## src/hw/umr_pkg.sv

```systemverilog
// Shared constants, types and helpers for the serial receiver and its remote transmitter.
package umr_pkg;
  // Register byte offsets on the Avalon-MM slave of each end.
  localparam logic [3:0]  OFS_CTRL     = 4'h0;
  localparam logic [3:0]  OFS_STATUS   = 4'h4;
  localparam logic [3:0]  OFS_DATA     = 4'h8;
  localparam logic [3:0]  OFS_DIV      = 4'hc;
  // Control register fields.
  localparam int          CTL_FILT     = 0;
  localparam int          CTL_DSPD     = 1;
  localparam int          CTL_RXEN     = 2;
  localparam int          CTL_CSZ_LO   = 3;
  localparam int          CTL_PEN      = 6;
  localparam int          CTL_PODD     = 7;
  localparam int          CTL_TWO_STOP = 8;
  localparam int          CTL_NINTH    = 9;
  localparam logic [9:0]  CTRL_RST     = 10'h018;
  localparam logic [15:0] DIV_RST      = 16'h0003;
  // Receiver status fields.
  localparam int          ST_RXC       = 0;
  localparam int          ST_FE        = 1;
  localparam int          ST_DOR       = 2;
  localparam int          ST_UPE       = 3;
  localparam int          ST_NINTH     = 4;
  // Transmitter status fields.
  localparam int          ST_TXC       = 0;
  localparam int          ST_BUSY      = 1;
  // Receive buffer entry layout: nine data bits plus three error flags.
  localparam int          ENT_FE       = 9;
  localparam int          ENT_UPE      = 10;
  localparam int          ENT_DOR      = 11;
  localparam int          ENT_W        = 12;
  localparam logic [1:0]  RXBUF_DEPTH  = 2'h2;
  // Oversampling: samples per bit and first centre sample.
  localparam logic [4:0]  SPB_NORM     = 5'h10;
  localparam logic [4:0]  SPB_DBL      = 5'h08;
  localparam logic [4:0]  FIRST_NORM   = 5'h08;
  localparam logic [4:0]  FIRST_DBL    = 5'h04;
  localparam logic [2:0]  CSZ_NINE     = 3'h7;

  typedef enum logic [2:0] {
    RX_HUNT  = 3'b001,
    RX_START = 3'b010,
    RX_BITS  = 3'b100
  } umr_rx_state_t;

  // Data bits per character for a size code.
  function automatic logic [3:0] char_bits(input logic [2:0] code);
    case (code)
      3'h0:    char_bits = 4'h5;
      3'h1:    char_bits = 4'h6;
      3'h2:    char_bits = 4'h7;
      CSZ_NINE: char_bits = 4'h9;
      default: char_bits = 4'h8;
    endcase
  endfunction

  function automatic logic [4:0] spb(input logic dspd);
    spb = dspd ? SPB_DBL : SPB_NORM;
  endfunction
endpackage

```

## src/hw/umr_line_if.sv

```systemverilog
// Shared serial line joining the remote transmitter to the receiver.
`timescale 1ns/1ps
interface umr_line_if;
  logic line;
  modport tx_end (output line);
  modport rx_end (input line);
endinterface

```

## src/hw/umr_rx.sv

```systemverilog
// Serial receiver with start validation, majority voting and multi-processor filter.
// Contract
// - Falling edge on idle line starts detection.
// - Start checked at samples 8-10 or 4-6.
// - Two high checks reject start as noise.
// - Realign bit phase on every start bit.
// - Per-bit counter of 16 or 8 states.
// - Each bit takes majority of centre samples.
// - Stop after first stop bit; ignore others.
// - Low first stop bit sets frame error.
// - Next start accepted right after stop vote.
// - Remote bit rate within receiver tolerance.
// - Filter mode drops non-address frames.
// - Type bit: stop bit, or ninth bit.
// - Type one is address, zero is data.
// - Filter mode never affects the transmitter.
// - Master uses 9-bit frames, ninth marks address.
// - Address frames stored and flagged as normal.
// - Slave software clears and resets filter mode.
// - 5-8 bit protocol needs two stop bits.
// - No bitwise read-modify-write of filter bit.
// - Sixteen samples per bit, eight in double.
// - Error flags travel with their buffered frame.
`timescale 1ns/1ps
module umr_rx (
  input  wire logic        clk,             // System clock.
  input  wire logic        reset,           // Synchronous reset, active high.
  umr_line_if.rx_end       ser,             // Serial line from the remote end.
  input  wire logic [3:0]  avs_address,     // Byte address.
  input  wire logic        avs_read,        // Read request.
  input  wire logic        avs_write,       // Write request.
  input  wire logic [31:0] avs_writedata,   // Write data.
  output logic      [31:0] avs_readdata,    // Read data.
  output logic             avs_waitrequest  // Low for one cycle to end a request.
);
  typedef struct packed {
    logic                                sync1;
    logic                                sync2;
    logic                                prev;
    umr_pkg::umr_rx_state_t              st;
    logic [4:0]                          cnt;
    logic [2:0]                          smp;
    logic [3:0]                          bidx;
    logic [8:0]                          data;
    logic                                parity_error_flag;
    logic [7:0]                          ctrl;
    logic [15:0]                         div;
    logic [15:0]                         tcnt;
    logic [1:0][umr_pkg::ENT_W-1:0]      buf_q;
    logic [1:0]                          fcnt;
    logic                                pend_dor;
    logic                                waitreq;
    logic [31:0]                         rdata;
  } umr_rx_regs_t;

  umr_rx_regs_t r;
  umr_rx_regs_t next_r;

  function automatic logic vote3(input logic [2:0] s);
    vote3 = (s[0] & s[1]) | (s[0] & s[2]) | (s[1] & s[2]);
  endfunction

  function automatic logic is_ofs(input logic [3:0] a, input logic [3:0] ofs);
    is_ofs = {a[3:2], 2'h0} == ofs;
  endfunction

  logic                       tick;
  logic                       dspd;
  logic [4:0]                 spb_n;
  logic [4:0]                 first;
  logic [4:0]                 cnt_inc;
  logic [3:0]                 nbits;
  logic [3:0]                 last_idx;
  logic [2:0]                 win;
  logic                       bitv;
  logic                       ftype;
  logic [umr_pkg::ENT_W-1:0]  head;
  logic [umr_pkg::ENT_W-1:0]  ent;

  always_comb begin
    next_r   = r;
    tick     = r.tcnt == 16'h0000;
    dspd     = r.ctrl[umr_pkg::CTL_DSPD];
    spb_n    = umr_pkg::spb(dspd);
    first    = dspd ? umr_pkg::FIRST_DBL : umr_pkg::FIRST_NORM;
    cnt_inc  = (r.cnt == spb_n) ? 5'h01 : r.cnt + 5'h01;
    nbits    = umr_pkg::char_bits(r.ctrl[umr_pkg::CTL_CSZ_LO +: 3]);
    last_idx = nbits + {3'h0, r.ctrl[umr_pkg::CTL_PEN]};
    win      = {r.smp[1:0], r.sync2};
    bitv     = vote3(win);
    ftype    = 1'b0;
    head     = r.buf_q[0];
    ent      = '0;

    next_r.sync1 = ser.line;
    next_r.sync2 = r.sync1;
    next_r.tcnt  = tick ? r.div : r.tcnt - 16'h0001;

    // Bus slave: request accepted on the first edge, completed one cycle later.
    next_r.waitreq = 1'b1;
    if ((avs_read || avs_write) && r.waitreq) begin
      next_r.waitreq = 1'b0;
      next_r.rdata   = 32'h0000_0000;
      if (avs_read) begin
        if (is_ofs(avs_address, umr_pkg::OFS_CTRL)) begin
          next_r.rdata[7:0] = r.ctrl;
        end else if (is_ofs(avs_address, umr_pkg::OFS_STATUS)) begin
          next_r.rdata[umr_pkg::ST_RXC]   = r.fcnt != 2'h0;
          next_r.rdata[umr_pkg::ST_FE]    = (r.fcnt != 2'h0) & head[umr_pkg::ENT_FE];
          next_r.rdata[umr_pkg::ST_DOR]   = (r.fcnt != 2'h0) & head[umr_pkg::ENT_DOR];
          next_r.rdata[umr_pkg::ST_UPE]   = (r.fcnt != 2'h0) & head[umr_pkg::ENT_UPE];
          next_r.rdata[umr_pkg::ST_NINTH] = (r.fcnt != 2'h0) & head[8];
        end else if (is_ofs(avs_address, umr_pkg::OFS_DATA)) begin
          if (r.fcnt != 2'h0) begin
            next_r.rdata[8:0] = head[8:0];
            next_r.buf_q[0] = r.buf_q[1];
            next_r.buf_q[1] = '0;
            next_r.fcnt     = r.fcnt - 2'h1;
          end
        end else if (is_ofs(avs_address, umr_pkg::OFS_DIV)) begin
          next_r.rdata[15:0] = r.div;
        end
      end
    end
    if (avs_write && !r.waitreq) begin
      if (is_ofs(avs_address, umr_pkg::OFS_CTRL)) begin
        next_r.ctrl = avs_writedata[7:0];
      end else if (is_ofs(avs_address, umr_pkg::OFS_DIV)) begin
        next_r.div = avs_writedata[15:0];
      end
    end

    if (!r.ctrl[umr_pkg::CTL_RXEN]) begin
      // A disabled receiver drops any frame in flight and empties the buffer.
      next_r.st       = umr_pkg::RX_HUNT;
      next_r.prev     = 1'b0;
      next_r.fcnt     = 2'h0;
      next_r.buf_q    = '0;
      next_r.pend_dor = 1'b0;
    end else if (tick) begin
      unique case (r.st)
        umr_pkg::RX_HUNT: begin
          next_r.prev = r.sync2;
          if (r.prev && !r.sync2) begin
            next_r.st  = umr_pkg::RX_START;
            // This tick took sample one, so the next tick is numbered two.
            next_r.cnt = 5'h02;
            next_r.smp = 3'h0;
          end
        end
        umr_pkg::RX_START: begin
          next_r.cnt = cnt_inc;
          if (r.cnt >= first && r.cnt <= first + 5'h02) begin
            next_r.smp = win;
          end
          if (r.cnt == first + 5'h02) begin
            if (bitv) begin
              next_r.st   = umr_pkg::RX_HUNT;
              next_r.prev = r.sync2;
            end else begin
              next_r.st   = umr_pkg::RX_BITS;
              next_r.bidx = 4'h0;
              next_r.data = 9'h000;
              next_r.parity_error_flag  = 1'b0;
            end
          end
        end
        umr_pkg::RX_BITS: begin
          next_r.cnt = cnt_inc;
          if (r.cnt >= first && r.cnt <= first + 5'h02) begin
            next_r.smp = win;
          end
          if (r.cnt == first + 5'h02) begin
            next_r.bidx = r.bidx + 4'h1;
            if (r.bidx < nbits) begin
              next_r.data[r.bidx] = bitv;
            end else if (r.bidx < last_idx) begin
              next_r.parity_error_flag = bitv != (^r.data ^ r.ctrl[umr_pkg::CTL_PODD]);
            end else begin
              ftype = (nbits == 4'h9) ? r.data[8] : bitv;
              ent = {r.pend_dor, r.parity_error_flag, ~bitv, r.data};
              if (!(r.ctrl[umr_pkg::CTL_FILT] && !ftype)) begin
                if (next_r.fcnt < umr_pkg::RXBUF_DEPTH) begin
                  next_r.buf_q[next_r.fcnt[0]] = ent;
                  next_r.fcnt     = next_r.fcnt + 2'h1;
                  next_r.pend_dor = 1'b0;
                end else begin
                  next_r.pend_dor = 1'b1;
                end
              end
              next_r.st   = umr_pkg::RX_HUNT;
              next_r.prev = bitv;
            end
          end
        end
        default: begin
          next_r.st = umr_pkg::RX_HUNT;
        end
      endcase
    end
  end

  always_ff @(posedge clk) begin
    if (reset) begin
      r          <= '0;
      r.sync1    <= 1'b1;
      r.sync2    <= 1'b1;
      r.st       <= umr_pkg::RX_HUNT;
      r.ctrl     <= umr_pkg::CTRL_RST[7:0];
      r.div      <= umr_pkg::DIV_RST;
      r.waitreq  <= 1'b1;
    end else begin
      r <= next_r;
    end
  end

  assign avs_readdata    = r.rdata;
  assign avs_waitrequest = r.waitreq;
endmodule

```

## src/flat_wrapper.sv

```systemverilog
// flat-port wrapper written by rule: the top's interface ports become plain ports
module umr_rx_flat 
  (clk, reset, avs_address, avs_read, avs_write, avs_writedata, avs_readdata, avs_waitrequest, ser_line);
  umr_line_if ser_i ();
  input  wire logic clk;
  input  wire logic reset;
  input  wire logic [3:0] avs_address;
  input  wire logic avs_read;
  input  wire logic avs_write;
  input  wire logic [31:0] avs_writedata;
  output logic      [31:0] avs_readdata;
  output logic avs_waitrequest;
  input wire logic [$bits(ser_i.line)-1:0] ser_line;
  assign ser_i.line = ser_line;
  umr_rx u_core (.clk(clk), .reset(reset), .ser(ser_i), .avs_address(avs_address), .avs_read(avs_read), .avs_write(avs_write), .avs_writedata(avs_writedata), .avs_readdata(avs_readdata), .avs_waitrequest(avs_waitrequest));
endmodule
```

## config.mk

```make
export PLATFORM = sky130hd
export DESIGN_NAME = umr_rx_flat
export DESIGN_NICKNAME = d
export VERILOG_FILES = /design/src/hw/umr_pkg.sv /design/src/hw/umr_line_if.sv /design/src/hw/umr_rx.sv /design/src/flat_wrapper.sv
export SDC_FILE = /design/constraint.sdc
export NUM_CORES = 1
export LEC_CHECK = 0
export ABC_AREA = 1
export BUFFER_PORTS_ARGS = -buffer_cell sky130_fd_sc_hd__buf_2
export CAP_MARGIN = 20
export CORE_ASPECT_RATIO = 0.9
export CORE_UTILIZATION = 45
export CTS_CLUSTER_DIAMETER = 200
export DETAILED_ROUTE_END_ITERATION = 10
export GPL_ROUTABILITY_DRIVEN = 0
export PLACE_DENSITY = 0.61
export SETUP_SLACK_MARGIN = 0.15
export SYNTH_ARGS = -nofsm -noshare
export SYNTH_HDL_FRONTEND = slang
export SYNTH_SLANG_ARGS = --single-unit
```

## constraint.sdc

```tcl
create_clock -name clk -period 3.75 [get_ports clk]
set_clock_uncertainty 0.15 [all_clocks]
set_input_delay 0 -clock clk [delete_from_list [all_inputs] [get_ports clk]]
set_output_delay 0 -clock clk [all_outputs]
set_load 0.01 [all_outputs]
```

# [After elaboration in Yosys (flattened, before gate mapping)]
# Cells that the tools add are included.
# Widths: inputs -> output; s select.
[word_totals] regBits=111 inputBits=41
[op_classes] reduce_logical=31 order_cmp=9 add_sub_neg=7 eq_ne=23 bitwise=16 muxes=54
[op_table] operator="$mux 26" n=7
[op_table] operator="$mux 27" n=6
[op_table] operator="$mux 16" n=3
[op_table] operator="$mux 14" n=3
[op_table] operator="$mux 33" n=1
[op_table] operator="$pmux 14 s2" n=1
[op_table] operator="$mux 9" n=3
[op_table] operator="$bwmux 24" n=1
[op_table] operator="$mux 11" n=2
[op_table] operator="$mux 4" n=5
[op_table] operator="$reduce_and 6->1" n=3
[op_table] operator="$logic_not 16->1" n=1
[op_table] operator="$mux 8" n=2
[op_table] operator="$pmux 4 s4" n=1
[op_table] operator="$pmux 8 s2" n=1
[op_table] operator="$sub 16x1->16 const B" n=1
[op_table] operator="$mux 5" n=3
[op_table] operator="$ne 2x1->1 const B" n=7
[op_table] operator="$reduce_and 7->1" n=2
[op_table] operator="$demux 12 s1" n=1
[op_table] operator="$mux 12" n=1
[op_table] operator="$eq 5x5->1" n=2
[op_table] operator="$bwmux 9" n=1
[op_table] operator="$pmux 3 s3" n=1
[op_table] operator="45 further kinds" n=81

# [Longest topological paths before layout]
# Gate-level depths: netlist of run 1.
[logic_depth] ltp_word=19 depth_mapped=18

# [Least setup slack after synthesis of run 1]
# Ideal clock, no wire load.
[synth_path] path_type="flip-flop to flip-flop" from="register u_core.r[95] in the netlist's numbering" to="register u_core.r[57] in the netlist's numbering" synth_period_minus_slack_ns=2.628 slack_ns=1.122 stages_incl_launch_ff=18 setup_ns=0.110 t_arrival_ns=2.368 path_buffers=1 required_ns=3.490 cell_sequence="dfxtp_1 > nand2_1 > nor2_1 > inv_1 > o21ai_0 > ha_1 > ha_1 > xnor2_1 > ha_1 > nand2_1 > o21bai_1 > nand2_1 > nand2_1 > inv_1 > clkbuf_1 > nand4_1 > nand2_1 > nor2_1"
[synth_via] elab_chain_cells=12 elab_cells_between_ends=18
[synth_rtl] element="from (decl)" line_no="umr_rx.sv:56" rtl="umr_rx_regs_t r;"
[synth_rtl] element="from (signal assigned)" line_no="umr_rx.sv:213" rtl="r <= next_r;"
[synth_rtl] element="$eq 3x3->1 (tied with other cells)" line_no="umr_pkg.sv:49" rtl="case (code)"
[synth_rtl] element="$pmux 4 s4 *" line_no="umr_pkg.sv:49"
[synth_rtl] element="branches (longest 6 deep; another with $add 4x1->4)"
[synth_rtl] element="$mux 27 *" line_no="umr_rx.sv:175" rtl="if (r.bidx < nbits) begin"
[synth_rtl] element="$mux 27 *" line_no="umr_rx.sv:173" rtl="if (r.cnt == first + 5'h02) begin"
[synth_rtl] element="$mux 27 *" line_no="umr_rx.sv:141" rtl="unique case (r.st)"
[synth_rtl] element="$mux 27 *" line_no="umr_rx.sv:140" rtl="end else if (tick) begin"
# Mark *: on every way between the ends.
# A chain may end at the register's enable or synchronous reset.

# [Worst setup path after layout of run 1]
[layout_path] from="register u_core.r[95] in the netlist's numbering" to="register u_core.r[52] in the netlist's numbering"
# The elaborated chain is that of the path after synthesis.

==> metrics, run 1 <==
status=finished, final reports clean; vias in the first global route=5037; initial antenna violation count=0; share of cells above drive strength 1=0.113; clock transition at the registers of the reported paths=0.09 ns; Starting DRT DRC Count=304; Tmin final=3.15 ns; crit-path leading delay family=simple AND/OR/NAND/NOR gates; n_diodes=0; FF/Latch Area=2220 µm²; clock sinks=111; Placed Cells incl. Taps=1075; PD cells=426 nW/µm²; hpwl dp=10900 µm; synthesized flop and latch total=111; Cells after Synth=908; TritonCTS clock tree=done; top-count cell post-synth=nand2_1; Post-Syn Area=6250 µm²; Critical Path Slowest Stage Cell=dfxtp_1; WP data arrival=3.31 ns; Slew headroom=0.344; area occupied by multi-input gates=3330 µm²; worst slew pin tran=0.982 ns; Die Span Y=114 µm; H-Tree Level Count=3; Top FF cell, synth=dfxtp_1; antenna viol nets, final=0; synth top area cells=dfxtp_1 36%, nand2_1 11%, nor2_1 8.0%; Yosys cell types=46; Max Root-Sink Buffers=2; 1st-pass router iterations=4; Total GRT Usage=0.227; top-area cell type share of the netlist area=0.355; Final period util=0.840; Filler Cell Count=1352; Syn Area/Cell=6.89 µm²; Worst-Skew Late Latency=0.37 ns; count of pins over their slew limit=0; Rows=40; Routed WL=15400 µm; ys async rst share=0; total leakage power=0.00297 µW; top cells by count, synth=186 x nand2_1, 134 x nor2_1, 111 x dfxtp_1; Critical Path Source Type=flip-flop; total grt overflow=0; final setup TNS=0 ns; Port Buffer Count=39; Die Area=14400 µm²; DP Worst Slack=0.628 ns; Ys Warns=0; CP dominant cell by count=nand2_1; first-pass GRT wire length=25600 µm; CP cell instances=nand2_1 -> nor2_1 -> inv_1 -> o21ai_0 -> ha_1 -> ha_1 -> xnor2_1 -> ha_1 -> nand2_1 -> o21bai_1 -> nand2_1 -> nand2_1 -> inv_1 -> buf_4 -> nand3_2 -> nand2_1 -> nand2_1 -> nor2_1; Initial Util=0.464; RSZ-0062 raised after global routing=no; Final WS setup=0.601 ns; Final Net Count=1000; Worst Path Buf+Inv=3; Seq/Total Area, Yosys=0.355; largest net degree at the start of global routing=41; # setup viols final=0; Crit path required time=3.91 ns; worst hold path class=in2reg; CTS resizes=0; Clock Tree Root=clkbuf_16; Crit. End Element=flip-flop; final-report hold violation count=0; critical path type=reg2reg; largest fanout on the critical path=14; Post-synth EDFFs=0; setup bufs post-CTS=0; CTS buffer count=9; core box area=13500 µm²; io pins=74; Die W=126 µm; Via density=5.06; fin cells=1112; FMAX=318 MHz; post-DR wirelength/cell=13.8 µm; Max Cap Viol=0; Crit path largest cell delay=0.45 ns; area leader, netlist=dfxtp_1; Area Growth Syn to Fin=10.4%; maximum VDD drop=0.220 mV; DRC violations left=0; Vias=5628
-- worst reg2reg max path: cells and delay by family (launching register included) --
kind	cells	cell delay [ns]
xor+xnor	1	0.09
fa+ha+maj	3	0.65
flops	1	0.45
buf+inv	3	0.37
compound gates	2	0.24
simple gates	9	1.13
-- kinds of logic after synthesis --
family | after synthesis | synth area share
muxes | 1 | 0.00160
xor gates and xnor gates | 19 | 0.0266
adders and majority gates | 20 | 0.0400
and+or+nand+nor | 447 | 0.321
other | 1 | 0.000600
AOI/OAI and AO/OA | 150 | 0.134
DFF | 111 | 0.355
buffers and inverters | 159 | 0.121
-- per-stage QoR --
step / hold slack (ns) / power (µW) / utilization / cell area [µm²]
finish: 0.0818 / 2940 / 0.513 / 6910
global route: 0.113 / 3110 / 0.513 / 6910
CTS: 0.0812 / 2960 / 0.513 / 6910
detailed placement: 0.0371 / 1950 / 0.474 / 6380
global placement: 0.0340 / 1950 / 0.474 / 6380
floorplan: -0.0462 / 1830 / - / 6310
-- timing repair --
action / CTS / global route
setup endpoints to repair: 0 / 0
hold endpoints to repair: 42 / 0
hold buffers: 21 / 0
-- path summary, 6_finish.rpt --
path	to	startpoint	slack, ns	cells past startpoint
max	u_core.r[52]	u_core.r[95]	0.60	18
max reg2reg	u_core.r[52]	u_core.r[95]	0.60	18
min	u_core.avs_readdata[9]	reset	0.08	2
min reg2reg	u_core.r[126]	u_core.next_r[126]	0.26	1
-- metal layers --
| metal | routed length, µm | track usage | part of all wire |
|---|---|---|---|
| met1 | 7920 | 0.318 | 0.51 |
| met2 | 6680 | 0.359 | 0.43 |
| met3 | 590 | 0.0389 | 0.038 |
| met4 | 185 | 0.0651 | 0.012 |
| met5 | 0 | 0 | 0 |
-- registers in the layout, summed over array words and instances (netlist names) --
signal	count
u_core.avs_readdata	16
u_core.avs_waitrequest	1
u_core.dspd	1
u_core.head	12
u_core.next_r	1
u_core.r	80
-- final cells by class --
type / instances / share of cell area
flip-flops and latches: 111 / 0.322
multi-input cells: 653 / 0.483
well taps: 168 / 0.0304
clock buffers: 9 / 0.0326
repair buffers: 68 / 0.0674
clock inverters: 7 / 0.0129
inverters: 96 / 0.0522
-- power by group --
group	switching [µW]	leakage, µW	internal, µW
registers	65.0	0.000899	1250
clock network	519	0.000152	482
logic	398	0.00192	226
total	982	0.00297	1960
-- cells in the final DEF, fill, tap and decap left out, types with 3 or more instances in the layout --
cell type,instances
a32oi_1,3
a211oi_1,5
o21ai_0,53
nor2_2,8
xnor2_1,11
nand2_2,3
nand4_1,19
nor3_1,8
nand3_1,59
inv_1,88
conb_1,16
clkinv_8,3
dlygate4sd3_1,21
o21ai_1,4
clkbuf_16,9
dfxtp_1,111
o211a_1,3
nand3_2,11
nor2_4,5
nor2_1,133
buf_4,8
nand2_1,186
buf_2,39
inv_2,7
ha_1,20
xor2_1,8
a21oi_1,65
or2_2,7
No activity file was read; power rests on OpenSTA's default activity.
==> run 2, diff against run 1 <==
--- a/config.mk
+++ b/config.mk
@@ -5,7 +5,7 @@
 export SDC_FILE = /design/constraint.sdc
 export NUM_CORES = 1
 export LEC_CHECK = 0
-export ABC_AREA = 1
+export ABC_AREA = 0
 export BUFFER_PORTS_ARGS = -buffer_cell sky130_fd_sc_hd__buf_2
 export CAP_MARGIN = 20
 export CORE_ASPECT_RATIO = 0.9
@@ -13,7 +13,7 @@
 export CTS_CLUSTER_DIAMETER = 200
 export DETAILED_ROUTE_END_ITERATION = 10
 export GPL_ROUTABILITY_DRIVEN = 0
-export PLACE_DENSITY = 0.61
+export PLACE_DENSITY = 0.64
 export SETUP_SLACK_MARGIN = 0.15
 export SYNTH_ARGS = -nofsm -noshare
 export SYNTH_HDL_FRONTEND = slang
==> constraint.sdc (replaced) <==
create_clock -name clk -period 2.7 [get_ports clk]
set_clock_uncertainty 0.15 [all_clocks]
set_input_delay 0 -clock clk [delete_from_list [all_inputs] [get_ports clk]]
set_output_delay 0 -clock clk [all_outputs]
set_load 0.01 [all_outputs]
==> run 2 against run 1 <==
Clock power up 24%. Sequential share of layout area rose by 0.27 points. Combinational power up 75%. Worst hold slack worse by 0.050 ns. Sequential cell count unchanged. Routed wire length shrank 0.19%. Highest routed layer unchanged.
==> metrics, run 2 <==
Port Buffer Count=39 (unchanged); top-area cell type share of the netlist area=0.374 (+0.0190); Area Growth Syn to Fin=16.0%; WP data arrival=2.81 ns (-0.50 ns); antenna viol nets, final=0 (unchanged); 1st-pass router iterations=5 (+1); Seq/Total Area, Yosys=0.374 (+0.0190); WHS=0.0313 ns (-0.0505 ns); Syn Area/Cell=8.01 µm² (+16%); H-Tree Level Count=3 (unchanged); Critical Path Source Type=flip-flop; Ys Warns=0 (unchanged); Power Total=4220 µW (+43%); dominant combinational cell family by area after synthesis=simple AND/OR/NAND/NOR gates; hpwl dp=10800 µm (-0.89%); n_diodes=0 (unchanged); worst hold path class=in2reg; RSZ-0062 raised after global routing=yes; final setup TNS=0 ns (unchanged); critical path type=reg2reg; total grt overflow=0 (unchanged); TritonCTS clock tree=done; Critical Path Slowest Stage Cell=dfxtp_4; PD cells=612 nW/µm² (+44%); Crit path largest cell delay=0.38 ns (-0.07 ns); top-count cell post-synth=nand2_1; top cells by count, synth=141 x nand2_1, 111 x dfxtp_1, 70 x nor2_1; CP dominant cell by count=a21oi_2; largest fanout on the critical path=7 (-7); Total GRT Usage=0.231 (+0.00380); Routed WL=15300 µm (-0.19%); total leakage power=0.00271 µW (-9.0%); CTS buffer count=9 (unchanged); XOR/XNOR Fraction of Synth Area=0.0310 (+0.00437); crit-path leading delay family=compound AO/OA/AOI/OAI gates; Die Area=13700 µm² (-5.0%); Crit path required time=2.84 ns (-1.07 ns); post-DR wirelength/cell=16.1 µm (+16%); Rows=39 (-2.5%); Post-synth EDFFs=0 (unchanged); # setup viols final=0 (unchanged); clock sinks=111 (unchanged); Top reg by flops=u_core.r; FMAX=375 MHz (+18%); most common cell after layout, fill and taps aside=nand2_1; worst slew pin tran=0.938 ns (-0.0447 ns); Die W=123 µm (-2.5%); Top FF cell, synth=dfxtp_1; DRC violations left=0 (unchanged); Initial Util=0.464 (about the same); largest net degree at the start of global routing=38 (-7.3%); synthesized flop and latch total=111 (unchanged); Post-Syn Area=5940 µm² (-5.1%); first-pass GRT wire length=24600 µm (-4.1%); Tmin final=2.67 ns (-0.481 ns); Reg2Reg Setup Slack=0.03 ns (-0.57 ns); Crit. End Element=flip-flop; initial antenna violation count=0 (unchanged); final-report hold violation count=0 (unchanged); Yosys cell types=79 (+72%); ys async rst share=0 (unchanged); mux share of post-synthesis cell area=0.0417 (+0.0401); Final WS setup=0.0316 ns (-0.569 ns); Max Root-Sink Buffers=2 (unchanged); Starting DRT DRC Count=424 (+39%); CP cell instances=xor2_1 -> nand2b_1 -> buf_4 -> ha_1 -> a21o_1 -> a21oi_2 -> a21oi_2 -> buf_6 -> o2111ai_2 -> mux2_1 -> nor2_1; synth top area cells=dfxtp_1 37%, nand2_1 8.9%, a21oi_1 5.2%; Worst Path Buf+Inv=2 (-1); maximum VDD drop=0.393 mV (+78%); DP Worst Slack=-0.146 ns (-0.774 ns); most frequent cells in the layout=141 x nand2_1, 107 x dfxtp_1, 69 x nor2_1, 55 x a21oi_1, 39 x buf_2; Worst-Skew Late Latency=0.36 ns (about the same); Final period util=0.988 (+0.149); Slew headroom=0.371 (+0.0263); Final Net Count=849 (-15%); count of pins over their slew limit=0 (unchanged); Max Cap Viol=0 (unchanged); Synth Area in Compound Gates=0.174 (+0.0396); Die Span Y=111 µm (-2.5%); Clock Tree Root=clkbuf_16; Vias=5334 (-5.2%); status=finished, final reports clean; clock transition at the registers of the reported paths=0.07 ns (-0.02 ns); area leader, netlist=dfxtp_1; Via density=5.59 (+10%); io pins=74 (unchanged); share of cells above drive strength 1=0.172 (+0.0586); core box area=12800 µm² (-5.0%); Filler Cell Count=1231 (-8.9%); vias in the first global route=4940 (-1.9%); max FFs per register=80 (unchanged); Simple-Gate Fraction of Synth Area=0.257 (-0.0640); Cells after Synth=741 (-18%); post-synthesis adder-cell area fraction=0.0457 (+0.00572)
run 2: cell count changes after synthesis, sizes merged, moves of 15 or more:
cell / change
clkbuf: +15
inv: -80
mux2i: +17
nand2: -48
nand3: -35
nand4: -18
nor2: -76
o21ai: -33
run 2: final cells by class:
type | instances | area [µm²] | area share
sequential | 111 | 2230 | 0.324
multi-input combinational | 559 | 3450 | 0.501
tap | 164 | 205 | 0.0298
clock buffer | 12 | 246 | 0.0358
clock inverter | 2 | 17.5 | 0.00254
inverter | 16 | 60.1 | 0.00872
timing repair buffer | 91 | 672 | 0.0976
run 2: layer usage:
layer	routed length [µm]	share of wire	track usage	up-vias
met5	0	0	0	-
met4	284	0.019	0.0779	0
met3	777	0.051	0.0535	24
met2	7020	0.46	0.357	139
met1	7270	0.47	0.314	2536
li1	-	-	-	2635
run 2: power breakdown:
group / leakage (µW) / internal, µW / switching (µW) / total [µW]
Clock: 0.000129 / 647 / 594 / 1240
Sequential: 0.000900 / 1750 / 135 / 1880
Combinational: 0.00168 / 436 / 654 / 1090
run 2: metrics by stage:
| stage | utilization | area (µm²) | std cells |
|---|---|---|---|
| finish | 0.539 | 6890 | 955 |
| global placement | 0.492 | 6290 | 918 |
| detailed placement | 0.492 | 6290 | 918 |
| global route | 0.539 | 6890 | 955 |
| floorplan | - | 6060 | 756 |
| CTS | 0.533 | 6820 | 953 |
run 2: path summary, 6_finish.rpt:
check	from	end	cells after the start
hold reg to reg	u_core.next_r[126]	u_core.r[126]	1
hold / removal	avs_address[3]	u_core.avs_readdata[2]	4
setup / recovery	u_core.r[96]	u_core.r[35]	11
setup reg to reg	u_core.r[96]	u_core.r[35]	11
run 2: timing repair:
item                       in CTS  in global routing
gates cloned                    1                  0
pin swaps                       3                  3
buffers inserted                0                  2
gates resized for setup        16                 14
hold endpoints to repair       28                  0
hold buffers                   20                  0
setup endpoints to repair      41                 44
run 2: cells by family (layout without fill, tap and decap cells):
kind of cell	after synthesis	after routing
buf+inv	87	121
flops	111	111
mux	23	23
simple gates	322	322
xor+xnor	21	21
fa+ha+maj	22	22
other cells	1	16
compound gates	154	155
run 2: worst reg2reg max path: cells and delay by family, from the launching register on:
kind                     cells  cell delay [ns]
multiplexers                 1             0.35
XOR/XNOR                     1             0.17
AO/OA/AOI/OAI                4             0.75
adder cells (fa/ha/maj)      1             0.28
flip-flops                   1             0.38
buffers and inverters        2             0.32
AND/OR/NAND/NOR              2             0.21
==> run 3, diff against run 2 <==
--- a/config.mk
+++ b/config.mk
@@ -13,7 +13,7 @@
 export CTS_CLUSTER_DIAMETER = 200
 export DETAILED_ROUTE_END_ITERATION = 10
 export GPL_ROUTABILITY_DRIVEN = 0
-export PLACE_DENSITY = 0.64
+export PLACE_DENSITY = 0.61
 export SETUP_SLACK_MARGIN = 0.15
 export SYNTH_ARGS = -nofsm -noshare
 export SYNTH_HDL_FRONTEND = slang
==> constraint.sdc (replaced) <==
create_clock -name clk -period 2.6 [get_ports clk]
set_clock_uncertainty 0.15 [all_clocks]
set_input_delay 0.13 -clock clk [delete_from_list [all_inputs] [get_ports clk]]
set_output_delay 0.13 -clock clk [all_outputs]
set_load 0.01 [all_outputs]
==> run 3 against run 2 <==
The flow now finishes with violations (negative setup slack). Setup slack worse by 0.14 ns. Core utilization is 3.0 points higher. Sequential share of layout area is 1.6 points lower. Register-to-register slack worse by 0.14 ns. Non-clock buffer count is 13 higher. Via count is 1.9% higher. Clock power is 16% higher. Total power is 10% higher. Critical endpoint is now u_core.r[100]. Highest routed layer unchanged.
==> metrics, run 3 (synthesis results as in run 2) <==
status=finished, violations left; failing checks=negative setup slack; clock share of power=0.310 (+0.016); Starting DRT DRC Count=341 (-20%); n_diodes=0 (unchanged); Area Growth Syn to Fin=22.4%; most common cell after layout, fill and taps aside=nand2_1; 1st-pass router iterations=5 (unchanged); post-DR wirelength/cell=16.7 µm (+4.0%); maximum VDD drop=0.353 mV (-10%); Sw Ratio=0.328 (about the same); Hold Path Origin=reset; sequential share of power=0.423 (-0.024); Final Net Count=862 (+1.5%); Worst-Skew Late Latency=0.36 ns (about the same); Crit. End Element=flip-flop; CTS buffer count=9 (unchanged); Switch Pwr=1520 µW (+10%); Critical Path Source Type=flip-flop; Routed WL=16200 µm (+5.6%); # setup viols final=19 (+19); final-report hold violation count=0 (unchanged); Top reg by flops=u_core.r; count of pins over their slew limit=0 (unchanged); crit path from=u_core.r[95]; Crit path largest cell delay=0.40 ns (+0.02 ns); FMAX=369 MHz (-1.5%); Final WS setup=-0.110 ns (-0.142 ns); TritonCTS clock tree=done; antenna viol nets, final=0 (unchanged); CP dominant cell by count=a21oi_4; clock transition at the registers of the reported paths=0.07 ns (about the same); critical path type=reg2reg; core box area=12800 µm² (unchanged); vias in the first global route=5076 (+2.8%); worst slew pin tran=0.940 ns (+0.00239 ns); Final period util=1.04 (+0.0541); Slew headroom=0.373 (+0.00260); worst hold path class=in2reg; clock sinks=111 (unchanged); Die W=123 µm (unchanged); Critical Path Slowest Stage Cell=or4_1; Reg2Reg Launch Point=u_core.r[95]; total leakage power=0.00283 µW (+4.5%); io pins=74 (unchanged); Max Cap Viol=0 (unchanged); initial antenna violation count=0 (unchanged); Die Area=13700 µm² (unchanged); Initial Util=0.464 (unchanged); H-Tree Level Count=3 (unchanged); WHS=0.0791 ns (+0.0478 ns); largest net degree at the start of global routing=68 (+79%); Via density=5.60 (+0.34%); RSZ-0062 raised after global routing=yes; hpwl dp=11000 µm (+1.7%); Rows=39 (unchanged); Logic pwr share=0.268 (+0.010); Crit path required time=2.73 ns (-0.11 ns); PD cells=639 nW/µm² (+4.4%); DRC violations left=0 (unchanged); max FFs per register=80 (unchanged); Power Total=4650 µW (+10%); CP cell instances=nand3_4 -> o21ai_2 -> ha_2 -> ha_4 -> xnor2_2 -> ha_1 -> or2_4 -> a21oi_4 -> a21oi_4 -> o22a_1 -> or4_1 -> a21oi_1; Clock Tree Root=clkbuf_16; Filler Cell Count=1160 (-5.8%); share of cells above drive strength 1=0.246 (+0.0737); Int Pwr=3120 µW (+10%); Die Span Y=111 µm (unchanged); Total GRT Usage=0.242 (+0.0113); Vias=5436 (+1.9%); Max Root-Sink Buffers=2 (unchanged); total grt overflow=0 (unchanged); final setup TNS=-0.625 ns (-0.625 ns); largest fanout on the critical path=5 (-2); first-pass GRT wire length=25600 µm (+4.3%); Tmin final=2.71 ns (+0.0418 ns); Port Buffer Count=39 (unchanged); WP data arrival=2.84 ns (+0.03 ns); most frequent cells in the layout=139 x nand2_1, 104 x dfxtp_1, 67 x nor2_1, 48 x a21oi_1, 40 x buf_4
==> run 3: path summary, 6_finish.rpt <==
kind | end | slack [ns] | cells past startpoint
min reg2reg | u_core.r[126] | 0.27 | 1
max reg2reg | u_core.r[100] | -0.11 | 12
min | u_core.r[107] | 0.08 | 4
max | u_core.r[100] | -0.11 | 12
==> run 3: cell type report <==
class	count	area, µm²	area share
Tap cell	164	205	0.0282
Clock inverter	6	78.8	0.0108
Timing Repair Buffer	104	787	0.108
Multi-Input combinational cell	559	3660	0.504
Clock buffer	10	229	0.0315
Inverter	16	62.6	0.00861
Sequential cell	111	2240	0.308
==> run 3: layer usage <==
metal  track usage  wire length, µm  up-vias
met4        0.0924              347        0
met1         0.328             7630     2597
met3        0.0525              785       26
li1              -                -     2672
met2         0.374             7450      141
met5             0                0        -
==> run 3: critical path: cells and delay by family, from the launching register on <==
kind / cells / cell delay (ns)
AO/OA/AOI/OAI: 5 / 0.63
XOR/XNOR: 1 / 0.13
adder cells (fa/ha/maj): 3 / 0.64
flip-flops: 1 / 0.37
AND/OR/NAND/NOR: 3 / 0.73
==> run 3: what timing repair did <==
item	CTS	global route
cloned	1	1
hold endpoints to repair	25	0
hold buffers	17	0
setup endpoints to repair	45	45
buffers inserted	1	8
resized for setup	18	66
pin swaps	5	44
==> run 3: per-stage QoR <==
stage,area (µm²),cells,utilization,setup slack (ns)
6_report,7270,970,0.568,-0.110
5_1_grt,7270,970,0.568,-0.205
2_1_floorplan,6070,756,-,-0.0755
3_5_place_dp,6360,926,0.497,-0.259
3_3_place_gp,6360,926,0.497,-0.102
4_1_cts,6930,961,0.542,-0.108
==> run 3: power by group through the flow <==
stage,clock (µW),sequential (µW),combinational [µW]
final,1440,1960,1240
after global routing,1530,1980,1370
after CTS,1460,1950,1130
after detailed placement,0,1990,1070
after global placement,0,1990,1060
after floorplan,0,1970,803
